$ cat config.mk
export PLATFORM = sky130hd
export DESIGN_NAME = timer_ext
export DESIGN_NICKNAME = d
export VERILOG_FILES = /design/src/rtl/timer_ext_pkg.sv /design/src/rtl/pin_edge_sync.sv /design/src/rtl/timer_ext.sv
export SDC_FILE = /design/constraint.sdc
export NUM_CORES = 1
export LEC_CHECK = 0
export ABC_AREA = 1
export BUFFER_PORTS_ARGS = -buffer_cell sky130_fd_sc_hd__buf_2
export CAP_MARGIN = 20
export CORE_UTILIZATION = 59
export CTS_CLUSTER_SIZE = 20
export DETAILED_ROUTE_END_ITERATION = 6
export PLACE_DENSITY = 0.83
export SYNTH_ARGS = -nofsm -noshare
export SYNTH_HDL_FRONTEND = slang
export SYNTH_HIERARCHICAL = 1
export SYNTH_SLANG_ARGS = --single-unit
$ cat constraint.sdc
create_clock -name pclk -period 2.5 [get_ports pclk]
set_clock_uncertainty 0.15 [all_clocks]
set_input_delay 0.25 -clock pclk [delete_from_list [all_inputs] [get_ports pclk]]
set_output_delay 0.25 -clock pclk [all_outputs]
set_load 0.005 [all_outputs]
$ cat src/rtl/timer_ext_pkg.sv
/*
 * constants for the 16-bit timer/counter with atomic byte access:
 * apb byte offsets, control field positions, reset values, codes.
 * assumes a 32-bit apb master and pclk acting as the oscillator clock.
 */
// Contract
// (RL1) atomic mode maps high address to buffer
// (RL2) atomic low read copies high into buffer
// (RL3) atomic low write loads high from buffer
// (RL4) atomic mode hides live high byte
// (RL5) only low-byte writes clear the prescaler
// (RL6) software enables oscillator and selects external
// (RL7) counter wraps ffff to 0000, sets flag
// (RL8) overflow flag sticky until software clears
// (RL9) interrupt forwarded only when enable set
// (RL10) compare trigger in mode 1011 resets counter
// (RL11) use timer or synchronous mode for triggers
// (RL12) compare value acts as counter period
// (RL13) software write beats trigger reset
// (RL14) trigger reset never sets overflow flag
// (RL15) internal source counts once per instruction
// (RL16) prescale codes divide by 1,2,4,8
// (RL17) run bit starts and stops counting
// (RL18) sync bit chooses aligned or raw edges
// (RL19) non-atomic mode accesses live high byte
package timer_ext_pkg;
    // register byte offsets on apb
    localparam logic [7:0] OFS_LOW       = 8'h00;
    localparam logic [7:0] OFS_HIGH      = 8'h04;
    localparam logic [7:0] OFS_CTRL      = 8'h08;
    localparam logic [7:0] OFS_REQ       = 8'h0c;
    localparam logic [7:0] OFS_ENA       = 8'h10;
    localparam logic [7:0] OFS_COMPANION = 8'h14;
    localparam logic [7:0] OFS_MODE1     = 8'h18;
    localparam logic [7:0] OFS_VAL1      = 8'h1c;
    localparam logic [7:0] OFS_MODE2     = 8'h20;
    localparam logic [7:0] OFS_VAL2      = 8'h24;
    // timer_control field positions
    localparam int CTL_RUN      = 0;
    localparam int CTL_CS       = 1;
    localparam int CTL_NOSYNC   = 2;
    localparam int CTL_ASGN_LO  = 3;
    localparam int CTL_PS_LO    = 4;
    localparam int CTL_ASGN_HI  = 6;
    localparam int CTL_ATOMIC   = 7;
    // companion control and interrupt bit positions
    localparam int OSC_EN_BIT   = 3;
    localparam int OVF_BIT      = 1;
    // reset values
    localparam logic [7:0]  CTRL_RST  = 8'h00;
    localparam logic [15:0] COUNT_RST = 16'h0000;
    localparam logic [15:0] COUNT_MAX = 16'hffff;
    localparam logic [15:0] CVAL_RST  = 16'hffff;
    // compare unit mode that raises the special event trigger
    localparam logic [3:0]  MODE_TRIGGER = 4'hb;
    // timer assignment codes
    localparam logic [1:0]  ASGN_ALL  = 2'b11;
    localparam logic [1:0]  ASGN_TWO  = 2'b01;
    // instruction cycle is four oscillator clocks
    localparam int          INSTR_DIV = 4;
    localparam logic [1:0]  DIV_LAST  = 2'(INSTR_DIV - 1);
endpackage
$ cat src/rtl/pin_edge_sync.sv
/*
 * two-flop synchroniser and rising-edge detector for a pin input.
 * assumes the pin is asynchronous to pclk and slower than pclk / 2.
 */
`timescale 1ns/100ps
module pin_edge_sync (
    input  wire logic pclk,
    input  wire logic presetn,
    input  wire logic pin,
    output logic      rise
);
    logic meta_r;   // first stage, read only by sync_r
    logic sync_r;   // second stage
    logic last_r;   // previous synchronised level

    // synchroniser chain plus history for the edge detector
    always_ff @(posedge pclk or negedge presetn) begin
        if (!presetn) begin
            meta_r <= 1'b0;
            sync_r <= 1'b0;
            last_r <= 1'b0;
        end else begin
            meta_r <= pin;
            sync_r <= meta_r;
            last_r <= sync_r;
        end
    end

    // one-cycle pulse on a synchronised rising edge
    assign rise = sync_r & ~last_r;
endmodule // pin_edge_sync

$ cat src/rtl/timer_ext.sv
/*
 * 16-bit timer/counter with atomic byte access, prescaler, external or
 * oscillator clock, overflow interrupt and compare trigger reset.
 * assumes an apb master on pclk, async pins, and compare units whose
 * mode and value registers live here for the trigger check.
 */
`timescale 1ns/100ps
module timer_ext (
    input  wire logic        pclk,
    input  wire logic        presetn,
    input  wire logic        psel,
    input  wire logic        penable,
    input  wire logic        pwrite,
    input  wire logic [7:0]  paddr,
    input  wire logic [31:0] pwdata,
    output logic      [31:0] prdata,
    output logic             pready,
    output logic             pslverr,
    input  wire logic        ext_clk_pin,
    input  wire logic        osc_clk_pin,
    output logic             irq
);
    import timer_ext_pkg::*;

    logic [7:0]  ctrl_r;       // timer_control
    logic [7:0]  companion_r;  // companion_timer_control
    logic [15:0] count_r;      // live counter
    logic [7:0]  hi_buf_r;     // high-byte buffer
    logic [2:0]  pre_r;        // input prescaler
    logic [1:0]  div_r;        // instruction cycle divider
    logic        pend_r;       // external edge awaiting alignment
    logic        ovf_flag_r;   // overflow_flag
    logic        ovf_en_r;     // overflow_irq_enable
    logic [3:0]  mode_r [2];   // compare_unit_mode_field per unit
    logic [15:0] cval_r [2];   // compare_value_pair per unit
    logic [31:0] rd_mux;       // read data selection
    logic [2:0]  ps_mask;      // prescale terminal mask
    logic [1:0]  uses;         // unit is assigned to this timer
    logic [1:0]  trig_u;       // per-unit trigger

    // control field views
    wire atomic  = ctrl_r[CTL_ATOMIC];
    wire run     = ctrl_r[CTL_RUN];
    wire cs      = ctrl_r[CTL_CS];
    wire nosync  = ctrl_r[CTL_NOSYNC];
    wire osc_en  = companion_r[OSC_EN_BIT];
    wire [1:0] ps   = ctrl_r[CTL_PS_LO +: 2];
    wire [1:0] asgn = {ctrl_r[CTL_ASGN_HI], ctrl_r[CTL_ASGN_LO]};

    // apb phases: capture edge sets pready, done edge completes
    wire capture = psel & penable & ~pready;
    wire done    = psel & penable & pready;
    wire wr_done = done & pwrite;
    wire rd_cap  = capture & ~pwrite;

    // address hits
    wire hit_low  = (paddr == OFS_LOW);
    wire hit_high = (paddr == OFS_HIGH);
    wire hit_ctrl = (paddr == OFS_CTRL);
    wire hit_req  = (paddr == OFS_REQ);
    wire hit_ena  = (paddr == OFS_ENA);
    wire hit_comp = (paddr == OFS_COMPANION);
    wire mapped   = hit_low | hit_high | hit_ctrl | hit_req | hit_ena | hit_comp
                  | (paddr == OFS_MODE1) | (paddr == OFS_VAL1)
                  | (paddr == OFS_MODE2) | (paddr == OFS_VAL2);

    // writes that move the counter itself
    wire wr_low   = wr_done & hit_low;
    wire wr_high  = wr_done & hit_high;
    wire cnt_write = wr_low | (wr_high & ~atomic);

    // clock source selection and edge detection
    wire ext_pin = osc_en ? osc_clk_pin : ext_clk_pin;  // RL6
    wire ext_rise;

    pin_edge_sync u_edge (
        .pclk    (pclk),
        .presetn (presetn),
        .pin     (ext_pin),
        .rise    (ext_rise)
    );

    wire instr_tick = (div_r == DIV_LAST);
    // sync mode waits for the instruction boundary, raw mode does not
    wire src_event  = !cs ? instr_tick :                      // RL15
                      (nosync ? ext_rise : (pend_r & instr_tick)); // RL18
    wire count_en   = run & src_event;                        // RL17

    // prescale mask: counting tick when all masked bits are set
    always_comb begin
        case (ps)
            2'b00:   ps_mask = 3'h0;
            2'b01:   ps_mask = 3'h1;
            2'b10:   ps_mask = 3'h3;
            default: ps_mask = 3'h7;
        endcase
    end
    wire cnt_tick = count_en & ((pre_r & ps_mask) == ps_mask); // RL16

    // trigger check per compare unit
    generate
        for (genvar i = 0; i < 2; i++) begin : g_unit
            // unit one only with all assigned, unit two also with 01
            assign uses[i] = (asgn == ASGN_ALL) || (i == 1 && asgn == ASGN_TWO);
            assign trig_u[i] = uses[i] && (mode_r[i] == MODE_TRIGGER)
                             && (count_r == cval_r[i]); // RL10 RL12
        end
    endgenerate
    wire trig = |trig_u;
    // only a real wrap of the count sets the flag
    wire wrap = cnt_tick & (count_r == COUNT_MAX) & ~cnt_write & ~trig; // RL14

    // instruction cycle divider, free running
    always_ff @(posedge pclk or negedge presetn) begin
        if (!presetn) begin
            div_r <= 2'h0;
        end else begin
            div_r <= div_r + 2'h1;
        end
    end

    // pending external edge for synchronous counter mode
    always_ff @(posedge pclk or negedge presetn) begin
        if (!presetn) begin
            pend_r <= 1'b0;
        end else begin
            // a new edge wins over the boundary that consumes the old one
            pend_r <= ext_rise | (pend_r & ~instr_tick);
        end
    end

    // prescaler: high-byte writes leave it alone
    always_ff @(posedge pclk or negedge presetn) begin
        if (!presetn) begin
            pre_r <= 3'h0;
        end else if (wr_low) begin
            pre_r <= 3'h0; // RL5
        end else if (count_en) begin
            pre_r <= cnt_tick ? 3'h0 : pre_r + 3'h1;
        end
    end

    // counter: write beats trigger, trigger beats counting
    always_ff @(posedge pclk or negedge presetn) begin
        if (!presetn) begin
            count_r <= COUNT_RST;
        end else if (wr_low) begin
            if (atomic) begin
                count_r <= {hi_buf_r, pwdata[7:0]}; // RL3 RL13
            end else begin
                count_r <= {count_r[15:8], pwdata[7:0]}; // RL13
            end
        end else if (wr_high && !atomic) begin
            count_r <= {pwdata[7:0], count_r[7:0]}; // RL19
        end else if (trig) begin
            count_r <= COUNT_RST; // RL10
        end else if (cnt_tick) begin
            count_r <= count_r + 16'h0001; // RL7
        end
    end

    // high-byte buffer, only active in atomic mode
    always_ff @(posedge pclk or negedge presetn) begin
        if (!presetn) begin
            hi_buf_r <= 8'h00;
        end else if (rd_cap && hit_low && atomic) begin
            // copied at the same edge as the low byte is sampled
            hi_buf_r <= count_r[15:8]; // RL2
        end else if (wr_high && atomic) begin
            hi_buf_r <= pwdata[7:0]; // RL1 RL4
        end
    end

    // overflow flag: set wins over write-one-to-clear
    always_ff @(posedge pclk or negedge presetn) begin
        if (!presetn) begin
            ovf_flag_r <= 1'b0;
        end else begin
            ovf_flag_r <= wrap | (ovf_flag_r                            // RL7
                        & ~(wr_done & hit_req & pwdata[OVF_BIT]));     // RL8
        end
    end

    // interrupt output is registered
    always_ff @(posedge pclk or negedge presetn) begin
        if (!presetn) begin
            irq <= 1'b0;
        end else begin
            irq <= ovf_flag_r & ovf_en_r; // RL9
        end
    end

    // software-written control registers
    always_ff @(posedge pclk or negedge presetn) begin
        if (!presetn) begin
            ctrl_r      <= CTRL_RST;
            companion_r <= CTRL_RST;
            ovf_en_r    <= 1'b0;
        end else if (wr_done) begin
            if (hit_ctrl) begin
                ctrl_r <= pwdata[7:0];
            end
            if (hit_comp) begin
                companion_r <= pwdata[7:0];
            end
            if (hit_ena) begin
                ovf_en_r <= pwdata[OVF_BIT];
            end
        end
    end

    // compare unit mode and value registers
    always_ff @(posedge pclk or negedge presetn) begin
        if (!presetn) begin
            mode_r[0] <= 4'h0;
            mode_r[1] <= 4'h0;
            cval_r[0] <= CVAL_RST;
            cval_r[1] <= CVAL_RST;
        end else if (wr_done) begin
            if (paddr == OFS_MODE1) begin
                mode_r[0] <= pwdata[3:0];
            end
            if (paddr == OFS_VAL1) begin
                cval_r[0] <= pwdata[15:0];
            end
            if (paddr == OFS_MODE2) begin
                mode_r[1] <= pwdata[3:0];
            end
            if (paddr == OFS_VAL2) begin
                cval_r[1] <= pwdata[15:0];
            end
        end
    end

    // read data selection; unused bits read zero
    always_comb begin
        rd_mux = 32'h0000_0000;
        case (paddr)
            OFS_LOW:       rd_mux[7:0] = count_r[7:0];
            // atomic mode shows the buffer instead of the live byte
            OFS_HIGH:      rd_mux[7:0] = atomic ? hi_buf_r : count_r[15:8]; // RL1 RL19
            OFS_CTRL:      rd_mux[7:0] = ctrl_r;
            OFS_REQ:       rd_mux[OVF_BIT] = ovf_flag_r;
            OFS_ENA:       rd_mux[OVF_BIT] = ovf_en_r;
            OFS_COMPANION: rd_mux[7:0] = companion_r;
            OFS_MODE1:     rd_mux[3:0] = mode_r[0];
            OFS_VAL1:      rd_mux[15:0] = cval_r[0];
            OFS_MODE2:     rd_mux[3:0] = mode_r[1];
            OFS_VAL2:      rd_mux[15:0] = cval_r[1];
            default:       rd_mux = 32'h0000_0000;
        endcase
    end

    // apb answer: one wait state, error on unmapped address
    always_ff @(posedge pclk or negedge presetn) begin
        if (!presetn) begin
            pready  <= 1'b0;
            pslverr <= 1'b0;
            prdata  <= 32'h0000_0000;
        end else begin
            pready  <= capture;
            pslverr <= capture & ~mapped;
            if (capture) begin
                prdata <= pwrite ? 32'h0000_0000 : rd_mux;
            end
        end
    end
endmodule // timer_ext

* Word-level counts from Yosys, hierarchy flattened
Index checks and enable logic that the tools add are counted. W data, S select, Z words.
Operators by class: add/subtract/negate cells 3, $mul 0, divide/modulo/power cells 0, $lt $le $gt $ge 0, equality and inequality tests 22, shift-type cells 0, multiplexer cells 21, bitwise gates (word level) 43, reductions and logical operators 26
Operators by type and width (count):
- $mux W16 | 6
- $eq A16 B16 Y1 | 2
- $eq A8 B5 Y1 const B | 4
- $mux W8 | 3
- $pmux W4 S6 | 1
- $and A1 B1 Y1 | 21
- $reduce_and A2 Y1 | 9
- $add A16 B1 Y16 const B | 1
- $eq A16 B16 Y1 const B | 1
- $eq A8 B4 Y1 const B | 2
- $eq A8 B6 Y1 const B | 2
- $pmux W2 S8 | 1
- $pmux W8 S2 | 1
- $or A1 B1 Y1 | 12
- $pmux W1 S10 | 1
- $mux W3 | 3
- $not A1 Y1 | 9
- $pmux W3 S3 | 1
- $eq A4 B4 Y1 const B | 2
- $eq A8 B3 Y1 const B | 1
- $logic_and A1 B1 Y1 | 8
- $logic_not A8 Y1 | 1
- $pmux W1 S8 | 1
- $eq A2 B2 Y1 const B | 3
- 14 further kinds | 19
Word-level totals: register bits 126, latch bits 0, bits in writable memories 0, bits in read-only memories 0, logic and storage cells 136, memories 0

* Longest topological paths before layout
Gate-level depths: netlist of run 1.
depth after elaboration 12, mapped depth 14, gate-level depth less buffers 13

* Cells and area by module
The synthesis of run 1 kept the hierarchy.
Modules (own cells, without submodules):
- timer_ext | times used 1, cells each 888, area an instance 6293.5 sq um
- pin_edge_sync | times used 1, cells each 5, area an instance 85.1 sq um

* Worst setup path before layout of run 1
No wires, ideal clock.
path type flip-flop to flip-flop, start register pready, end register hi_buf_r[7], library setup time 0.123 ns, data arrival time 1.530 ns, slack 0.696 ns, cell stages (with the launch flop) 9, buffers on the path 1, cell sequence dfrtp_1 > nor2_1 > nand2_1 > nor3_4 > a31o_2 > inv_1 > buf_6 > nand2_1 > o21ai_1
On the way: cells in the longest elaborated chain, start to end 6, elaborated cells on any way between the ends 11, those cells by class 1 x mux; 6 x bitwise; 4 x reduce/logical
RTL lines:
- start, declared | line timer_ext.sv:17 | output logic pready,
- start signal, assigned | line timer_ext.sv:261 | pready <= capture;
- $not A1 Y1 | line timer_ext.sv:51 | wire capture = psel & penable & ~pready;
- $and A1 B1 Y1 | line timer_ext.sv:51
- $and A1 B1 Y1 | line timer_ext.sv:54 | wire rd_cap = capture & ~pwrite;
- $logic_and A1 B1 Y1 (2 in a row) | line timer_ext.sv:166 | end else if (rd_cap && hit_low && atomic) begin
- $mux W8 or $reduce_bool A2 Y1 (tied branches)
- end signal, assigned | line timer_ext.sv:168 | hi_buf_r <= count_r[15:8];
- end signal, assigned | line timer_ext.sv:170 | hi_buf_r <= pwdata[7:0];
- end, declared | line timer_ext.sv:28 | logic [7:0] hi_buf_r;
Parallel ways exist; a longest one is shown, timed or not. A chain may end at the register's enable or synchronous reset.

* Worst setup path in the final report of run 1
start register count_r[13], end register ovf_flag_r
On the way: cells in the longest elaborated chain, start to end 6, elaborated cells on any way between the ends 11, those cells by class 3 x eq/ne; 5 x bitwise; 3 x reduce/logical
RTL lines:
- start, declared | line timer_ext.sv:27 | logic [15:0] count_r;
- start signal, assigned | line timer_ext.sv:149 | count_r <= {hi_buf_r, pwdata[7:0]};
- start signal, assigned | line timer_ext.sv:151 | count_r <= {count_r[15:8], pwdata[7:0]};
- start signal, assigned | line timer_ext.sv:154 | count_r <= {pwdata[7:0], count_r[7:0]};
- $eq A16 B16 Y1 | line timer_ext.sv:106 | && (count_r == cval_r[i]);
- $logic_and A1 B1 Y1 | line timer_ext.sv:106
- $reduce_or A2 Y1 | line timer_ext.sv:109 | wire trig = |trig_u;
- $not A1 Y1 | line timer_ext.sv:111 | wire wrap = cnt_tick & (count_r == COUNT_MAX) & ~cnt_write & ~trig;
- $and A1 B1 Y1 * | line timer_ext.sv:111
- $or A1 B1 Y1 * | line timer_ext.sv:179 | ovf_flag_r <= wrap | (ovf_flag_r
- end signal, assigned | line timer_ext.sv:179
- end, declared | line timer_ext.sv:32 | logic ovf_flag_r;
Mark *: on every way between the ends. The rest lies on a longest branch, timed or not.

==> results of run 1 <==
==> cell type report <==
type | count | area share
timing repair buffer | 93 | 0.08653
clock inverter | 7 | 0.01099
inverter | 110 | 0.05757
sequential | 110 | 0.3894
tap | 136 | 0.02373
clock buffer | 9 | 0.01727
multi-input combinational | 645 | 0.4145
==> power breakdown <==
group	switching (mW)	internal, mW
Combinational	0.123	0.0568
Clock	0.652	0.478
Sequential	0.00616	1.79
==> state kept, by name (all words and copies together), names as in the netlist, 2 cells and up <==
name         flops
cval_r          32
prdata          16
count_r         16
companion_r      8
ctrl_r           8
pre_r            3
hi_buf_r         8
mode_r           8
div_r            2
==> final timing paths <==
check                                              from                      end  cells past startpoint
worst max-delay path            count_r[13]$_DFFE_PN0P_     ovf_flag_r$_DFF_PN0_                      9
worst min-delay path                          pwdata[0]  hi_buf_r[0]$_DFFE_PN0P_                      3
worst max register to register  count_r[13]$_DFFE_PN0P_     ovf_flag_r$_DFF_PN0_                      9
worst min register to register  u_edge/meta_r$_DFF_PN0_  u_edge/sync_r$_DFF_PN0_                      0
max in group asynchronous                       presetn   cval_r[17]$_DFFE_PN1P_                      3
min in group asynchronous                       presetn   count_r[3]$_DFFE_PN0P_                      2
==> synthesized netlist by cell type (all sizes together) (12+ instances only) <==
master / n / area share
buf: 31 / 0.033
inv: 109 / 0.064
o21ai: 109 / 0.086
dfstp: 32 / 0.13
nor3: 13 / 0.018
o22ai: 15 / 0.016
nor2: 53 / 0.034
dfrtp: 78 / 0.31
clkbuf: 12 / 0.0073
nand3: 58 / 0.048
nand2: 330 / 0.20
==> worst max-delay path, cell delays in order, from the launching register on <==
cell and delay [ps]:
dfrtp_1 500, inv_1 280, nand2_1 100, nand4_1 100, nor2_1 50, nand3_1 170
nand2_1 90, nor2_2 350, nand3_1 210, o21ai_0 120
==> logic make-up (layout without fill, tap and decap cells) <==
| family | after synthesis | after routing | synth area share |
|---|---|---|---|
| simple gates | 465 | 465 | 0.3070 |
| buf+inv | 153 | 219 | 0.1049 |
| compound gates | 149 | 149 | 0.1273 |
| flops | 110 | 110 | 0.4378 |
| xor+xnor | 12 | 12 | 0.01648 |
| fa+ha+maj | 3 | 3 | 0.005885 |
| other cells | 1 | 16 | 0.0005879 |
==> routing by layer <==
| layer | share of wire | global-route usage | vias to the layer above |
|---|---|---|---|
| met2 | 0.45 | 0.4991 | 294 |
| met5 | 0 | 0 | - |
| met1 | 0.43 | 0.4732 | 2848 |
| li1 | - | - | 2961 |
| met3 | 0.097 | 0.06438 | 32 |
| met4 | 0.023 | 0.1151 | 0 |
==> metrics by stage <==
stage	hold WS (ps)	total power, mW
final	27.32	3.108
after global routing	34.45	3.218
after CTS	25.25	3.114
after detailed placement	98.85	1.995
after global placement	101.5	1.993
after floorplan	-195.6	1.911
==> timing repair <==
action	in CTS	in global routing
hold endpoints to repair	46	0
hold buffers	12	0
buffers inserted	0	0
==> impl_results.md, run 1 <==
- Kind of end point of the critical path: flip-flop
- Die H: 106.0 um
- Reg area: 2793 um2
- Post-synthesis sequential area ratio: 0.4378
- First-pass GRT wire length: 28.22 mm
- Post-route DRC violation count: 0
- Synth Flop Type: dfrtp_1
- Pwr Density: 433.4 nW/um2
- Status: completed
- Clk pin slew, worst setup/hold paths: 110 ps
- Synth Register Bits: 110
- Vias in the first global route: 5,576
- WL/cell: 15.69 um
- Post-synth EDFFs: 0
- Initial antenna violation count: 0
- Post-Synthesis Cells: 893
- Fraction of registers with async set/reset: 1.000
- Number of H-tree levels: 3
- Max capacitance violation total: 0
- DP Worst Slack: 392.1 ps
- Io pins: 82
- Setup-failing EPs final: 0
- YS warnings: 6
- Initial Util: 0.6124
- CTS Buf Count: 9
- Buffers on Ports: 49
- Multi-input gate area: 2973 um2
- Period utilization: 0.8827
- Final Cell Area: 7172 um2
- Mapped cell area: 6379 um2
- DRT antenna net count: 0
- Synthesized area per cell: 7.143 um2
- TritonCTS clock tree: built
- Setup crit start kind: flip-flop
- VDD IR-drop max: 0.2696 mV
- Worst R2R Setup Slack: 290 ps
- Vias per cell: 5.527
- Routed WL: 17.41 mm
- Clk sinks: 110
- Placed Area: 6849 um2
- Worst skew pair latency: 390 ps
- Non-Filler Instances: 1,110
- Final-layout fill cell count: 939
- Fin crit period: 2207 ps
- Required time of the critical path: 2650 ps
- Post-DP HPWL: 12.80 mm
- Core box area: 10,420 um2
- Largest net degree at the start of global routing: 38
- DR iter-0 viols: 531
- Die area: 11,230 um2
- Pleak: 3.580 nW
- Most common cell after layout, fill and taps aside: nand2_1
- Setup TNS: 0 ps
- Fraction of layout cells with a size suffix above 1: 0.1591
- Max-slew violation count: 0
- Setup WS post-layout: 293.3 ps
- Most frequent cells in the layout: nand2_1, inv_1, o21ai_0, dfrtp_1, nand3_1
- Netlist cell types: 39
- CTS root buffer: clkbuf_8
- GR Util All Layers: 0.3294
- Placed insts: 1,082
- Final #Nets: 1,019
- RSZ-0062 raised after global routing: false
- GRT overflow: 0
- Die W: 106.0 um
- CP max FO: 9
- Antenna cells: 0
- Final Hold Fails: 0
- Worst Hold Class: in -> reg
- Utilization after layout: 0.6885
- Placer Congestion: 0.9795
- Initial DRT Pass Iterations: 5
- # rows: 37
- Routed vias: 6,135
- Max clock buf depth: 2
- FMAX: 453.2 MHz
- Worst Setup Path Type: reg -> reg
- Crit path arrival time: 2360 ps
- Cts repair resizes: 0
- Layout area overhead: 12.44%
Note: power is estimated with default switching activity, not from simulation.
==> inputs of run 2 (changes only) <==
--- a/config.mk
+++ b/config.mk
@@ -12,6 +12,7 @@
 export CTS_CLUSTER_SIZE = 20
 export DETAILED_ROUTE_END_ITERATION = 6
 export PLACE_DENSITY = 0.83
+export RECOVER_POWER = 25
 export SYNTH_ARGS = -nofsm -noshare
 export SYNTH_HDL_FRONTEND = slang
 export SYNTH_HIERARCHICAL = 1
==> run 2 against run 1 <==
Power is 0.30% lower. Via count grew 0.26%. Utilization fell by 0.17 points. Final area fell by 0.24%. Sequential share of layout area grew 0.095 points. Combinational power is 2% lower. Die area did not move. Maximum frequency down 0.49%. Global-route usage unchanged. Sequential cell count unchanged. Critical path type unchanged. Largest power group unchanged.
==> impl_results.md, run 2 (synthesis results as in run 1) <==
- Final #Nets: 1,019 (unchanged)
- Worst path max stage delay: 500 ps (about the same)
- Most common cell after layout, fill and taps aside: nand2_1
- Number of H-tree levels: 3 (unchanged)
- Utilization after layout: 0.6868 (-0.001682)
- Initial DRT Pass Iterations: 5 (unchanged)
- Layout area overhead: 12.16%
- Largest net degree at the start of global routing: 38 (unchanged)
- Routed vias: 6,151 (+0.26%)
- Max capacitance violation total: 0 (unchanged)
- Total chip power: 3.099 mW (-0.30%)
- Placer Congestion: 0.9795 (unchanged)
- Clk pin slew, worst setup/hold paths: 110 ps (about the same)
- Actual slew at the worst max-slew pin: 940.1 ps
- GR Util All Layers: 0.3294 (unchanged)
- Die W: 106.0 um (unchanged)
- CP Buf/Inv Count: 1 (unchanged)
- Core box area: 10,420 um2 (unchanged)
- Initial Util: 0.6124 (unchanged)
- Fraction of layout cells with a size suffix above 1: 0.1591 (unchanged)
- Die area: 11,230 um2 (unchanged)
- Final Hold Fails: 0 (unchanged)
- Worst hold slack: 32.40 ps (+5.077 ps)
- Most frequent cells in the layout: nand2_1, inv_1, o21ai_0, dfrtp_1, nand3_1
- Post-route DRC violation count: 0 (unchanged)
- Crit path arrival time: 2370 ps (about the same)
- Worst skew pair latency: 380 ps (about the same)
- Die H: 106.0 um (unchanged)
- Gate power share: 0.057 (about the same)
- Max clock buf depth: 2 (unchanged)
- Setup crit start kind: flip-flop
- CP max stage cell: dfrtp_1
- Worst Setup Path Type: reg -> reg
- Antenna cells: 0 (unchanged)
- CP max FO: 9 (unchanged)
- Kind of end point of the critical path: flip-flop
- GRT overflow: 0 (unchanged)
- Initial antenna violation count: 0 (unchanged)
- CTS root buffer: clkbuf_8
- WL/cell: 15.59 um (-0.60%)
- Required time of the critical path: 2650 ps (about the same)
- Setup-failing EPs final: 0 (unchanged)
- Io pins: 82 (unchanged)
- Status: completed
- Vias in the first global route: 5,576 (unchanged)
- DRT antenna net count: 0 (unchanged)
- CTS Buf Count: 9 (unchanged)
- Worst Hold Class: in -> reg
- Flop pwr share: 0.580 (about the same)
- Largest register FFs: 32 (unchanged)
- Setup TNS: 0 ps (unchanged)
- VDD IR-drop max: 0.2702 mV (+0.23%)
- Switch share: 0.2501 (-0.001226)
- P_int: 2.324 mW (-0.13%)
- Post-DP HPWL: 12.80 mm (unchanged)
- Worst hold path cell count: 3 (unchanged)
- FMAX: 450.9 MHz (-0.49%)
- Buffers on Ports: 49 (unchanged)
- Most flops, register: cval_r
- Fin crit period: 2218 ps (+10.93 ps)
- Vias per cell: 5.541 (+0.26%)
- Cts repair resizes: 0 (unchanged)
- Max-slew violation count: 0 (unchanged)
- Crit-path cells: inv_1 > nand2_1 > nand4_1 > nor2_1 > nand3_1 > nand2_1 > nor2_2 > nand3_1 > o21ai_0
- Cell family with most CP delay: simple AND/OR/NAND/NOR gates
- Largest registers: cval_r (32), count_r (16), prdata (16)
- Slew Limit Headroom: 0.3732
- Clk sinks: 110 (unchanged)
- Period utilization: 0.8871 (+0.004372)
- Pwr Density: 433.2 nW/um2 (about the same)
- TritonCTS clock tree: built
- # rows: 37 (unchanged)
- Pleak: 3.574 nW (-0.16%)
- R2r worst-path depth: 9 (unchanged)
- RSZ-0062 raised after global routing: false
- DR iter-0 viols: 532 (+0.19%)
- First-pass GRT wire length: 28.22 mm (unchanged)
- Routed WL: 17.31 mm (-0.60%)
- Clock share of power: 0.363 (about the same)
- Cell depth of the worst setup path: 9 (unchanged)
- NetSw: 0.7750 mW (-0.78%)
## run 2: cell types whose count changed in the layout (fill, tap and decap cells not counted), sizes merged
cell    previous run  this run
buf               81        79
clkbuf             9        11
## run 2: layout make-up
class	count	area, um2
Clock inverter	7	78.83
Tap cell	136	170.2
Inverter	110	412.9
Clock buffer	9	123.9
Fill cell	942	3262
Multi-Input combinational cell	645	2973
Sequential cell	110	2793
Timing Repair Buffer	93	603.1
## run 2: final timing paths
kind | from | end | slack [ps]
max in group asynchronous | presetn | mode_r[6]$_DFFE_PN0P_ | 390
min in group asynchronous | presetn | count_r[3]$_DFFE_PN0P_ | 390
min reg2reg | u_edge/meta_r$_DFF_PN0_ | u_edge/sync_r$_DFF_PN0_ | 210
max | count_r[13]$_DFFE_PN0P_ | ovf_flag_r$_DFF_PN0_ | 280
min | pwdata[0] | hi_buf_r[0]$_DFFE_PN0P_ | 30
max reg2reg | count_r[13]$_DFFE_PN0P_ | ovf_flag_r$_DFF_PN0_ | 280
## run 2: tightest hold or removal path: cells and delay by family
kind | cells | cell delay [ps]
AOI/OAI and AO/OA | 2 | 190
buffers and inverters | 1 | 80
## run 2: timing repair
| action | 4_1_cts | 5_1_grt |
|---|---|---|
| hold buffers | 12 | 0 |
| buffers inserted | 0 | 0 |
| hold endpoints to repair | 46 | 0 |
| endpoints found under the setup margin | 0 | 0 |
## run 2: per-stage QoR
| stage | area, um2 | worst slack (ps) | instances |
|---|---|---|---|
| finish | 7154 | 282.3 | 1110 |
| global route | 7154 | 105.5 | 1110 |
| CTS | 7172 | 372.0 | 1110 |
| detailed placement | 6849 | 392.1 | 1082 |
| global placement | 6849 | 406.6 | 1082 |
| floorplan | 6435 | 696.1 | 908 |
## run 2: power groups by stage
stage               clock network (mW)  logic [mW]  registers [mW]
floorplan                            0      0.0815            1.83
global placement                     0       0.162            1.83
detailed placement                   0       0.164            1.83
CTS                               1.14       0.179            1.80
global route                      1.22       0.197            1.80
finish                            1.12       0.176            1.80
## run 2: layer usage
| layer | global-route usage | share of wire |
|---|---|---|
| met2 | 0.4991 | 0.44 |
| met5 | 0 | 0 |
| met3 | 0.06438 | 0.10 |
| met4 | 0.1151 | 0.023 |
| met1 | 0.4732 | 0.43 |
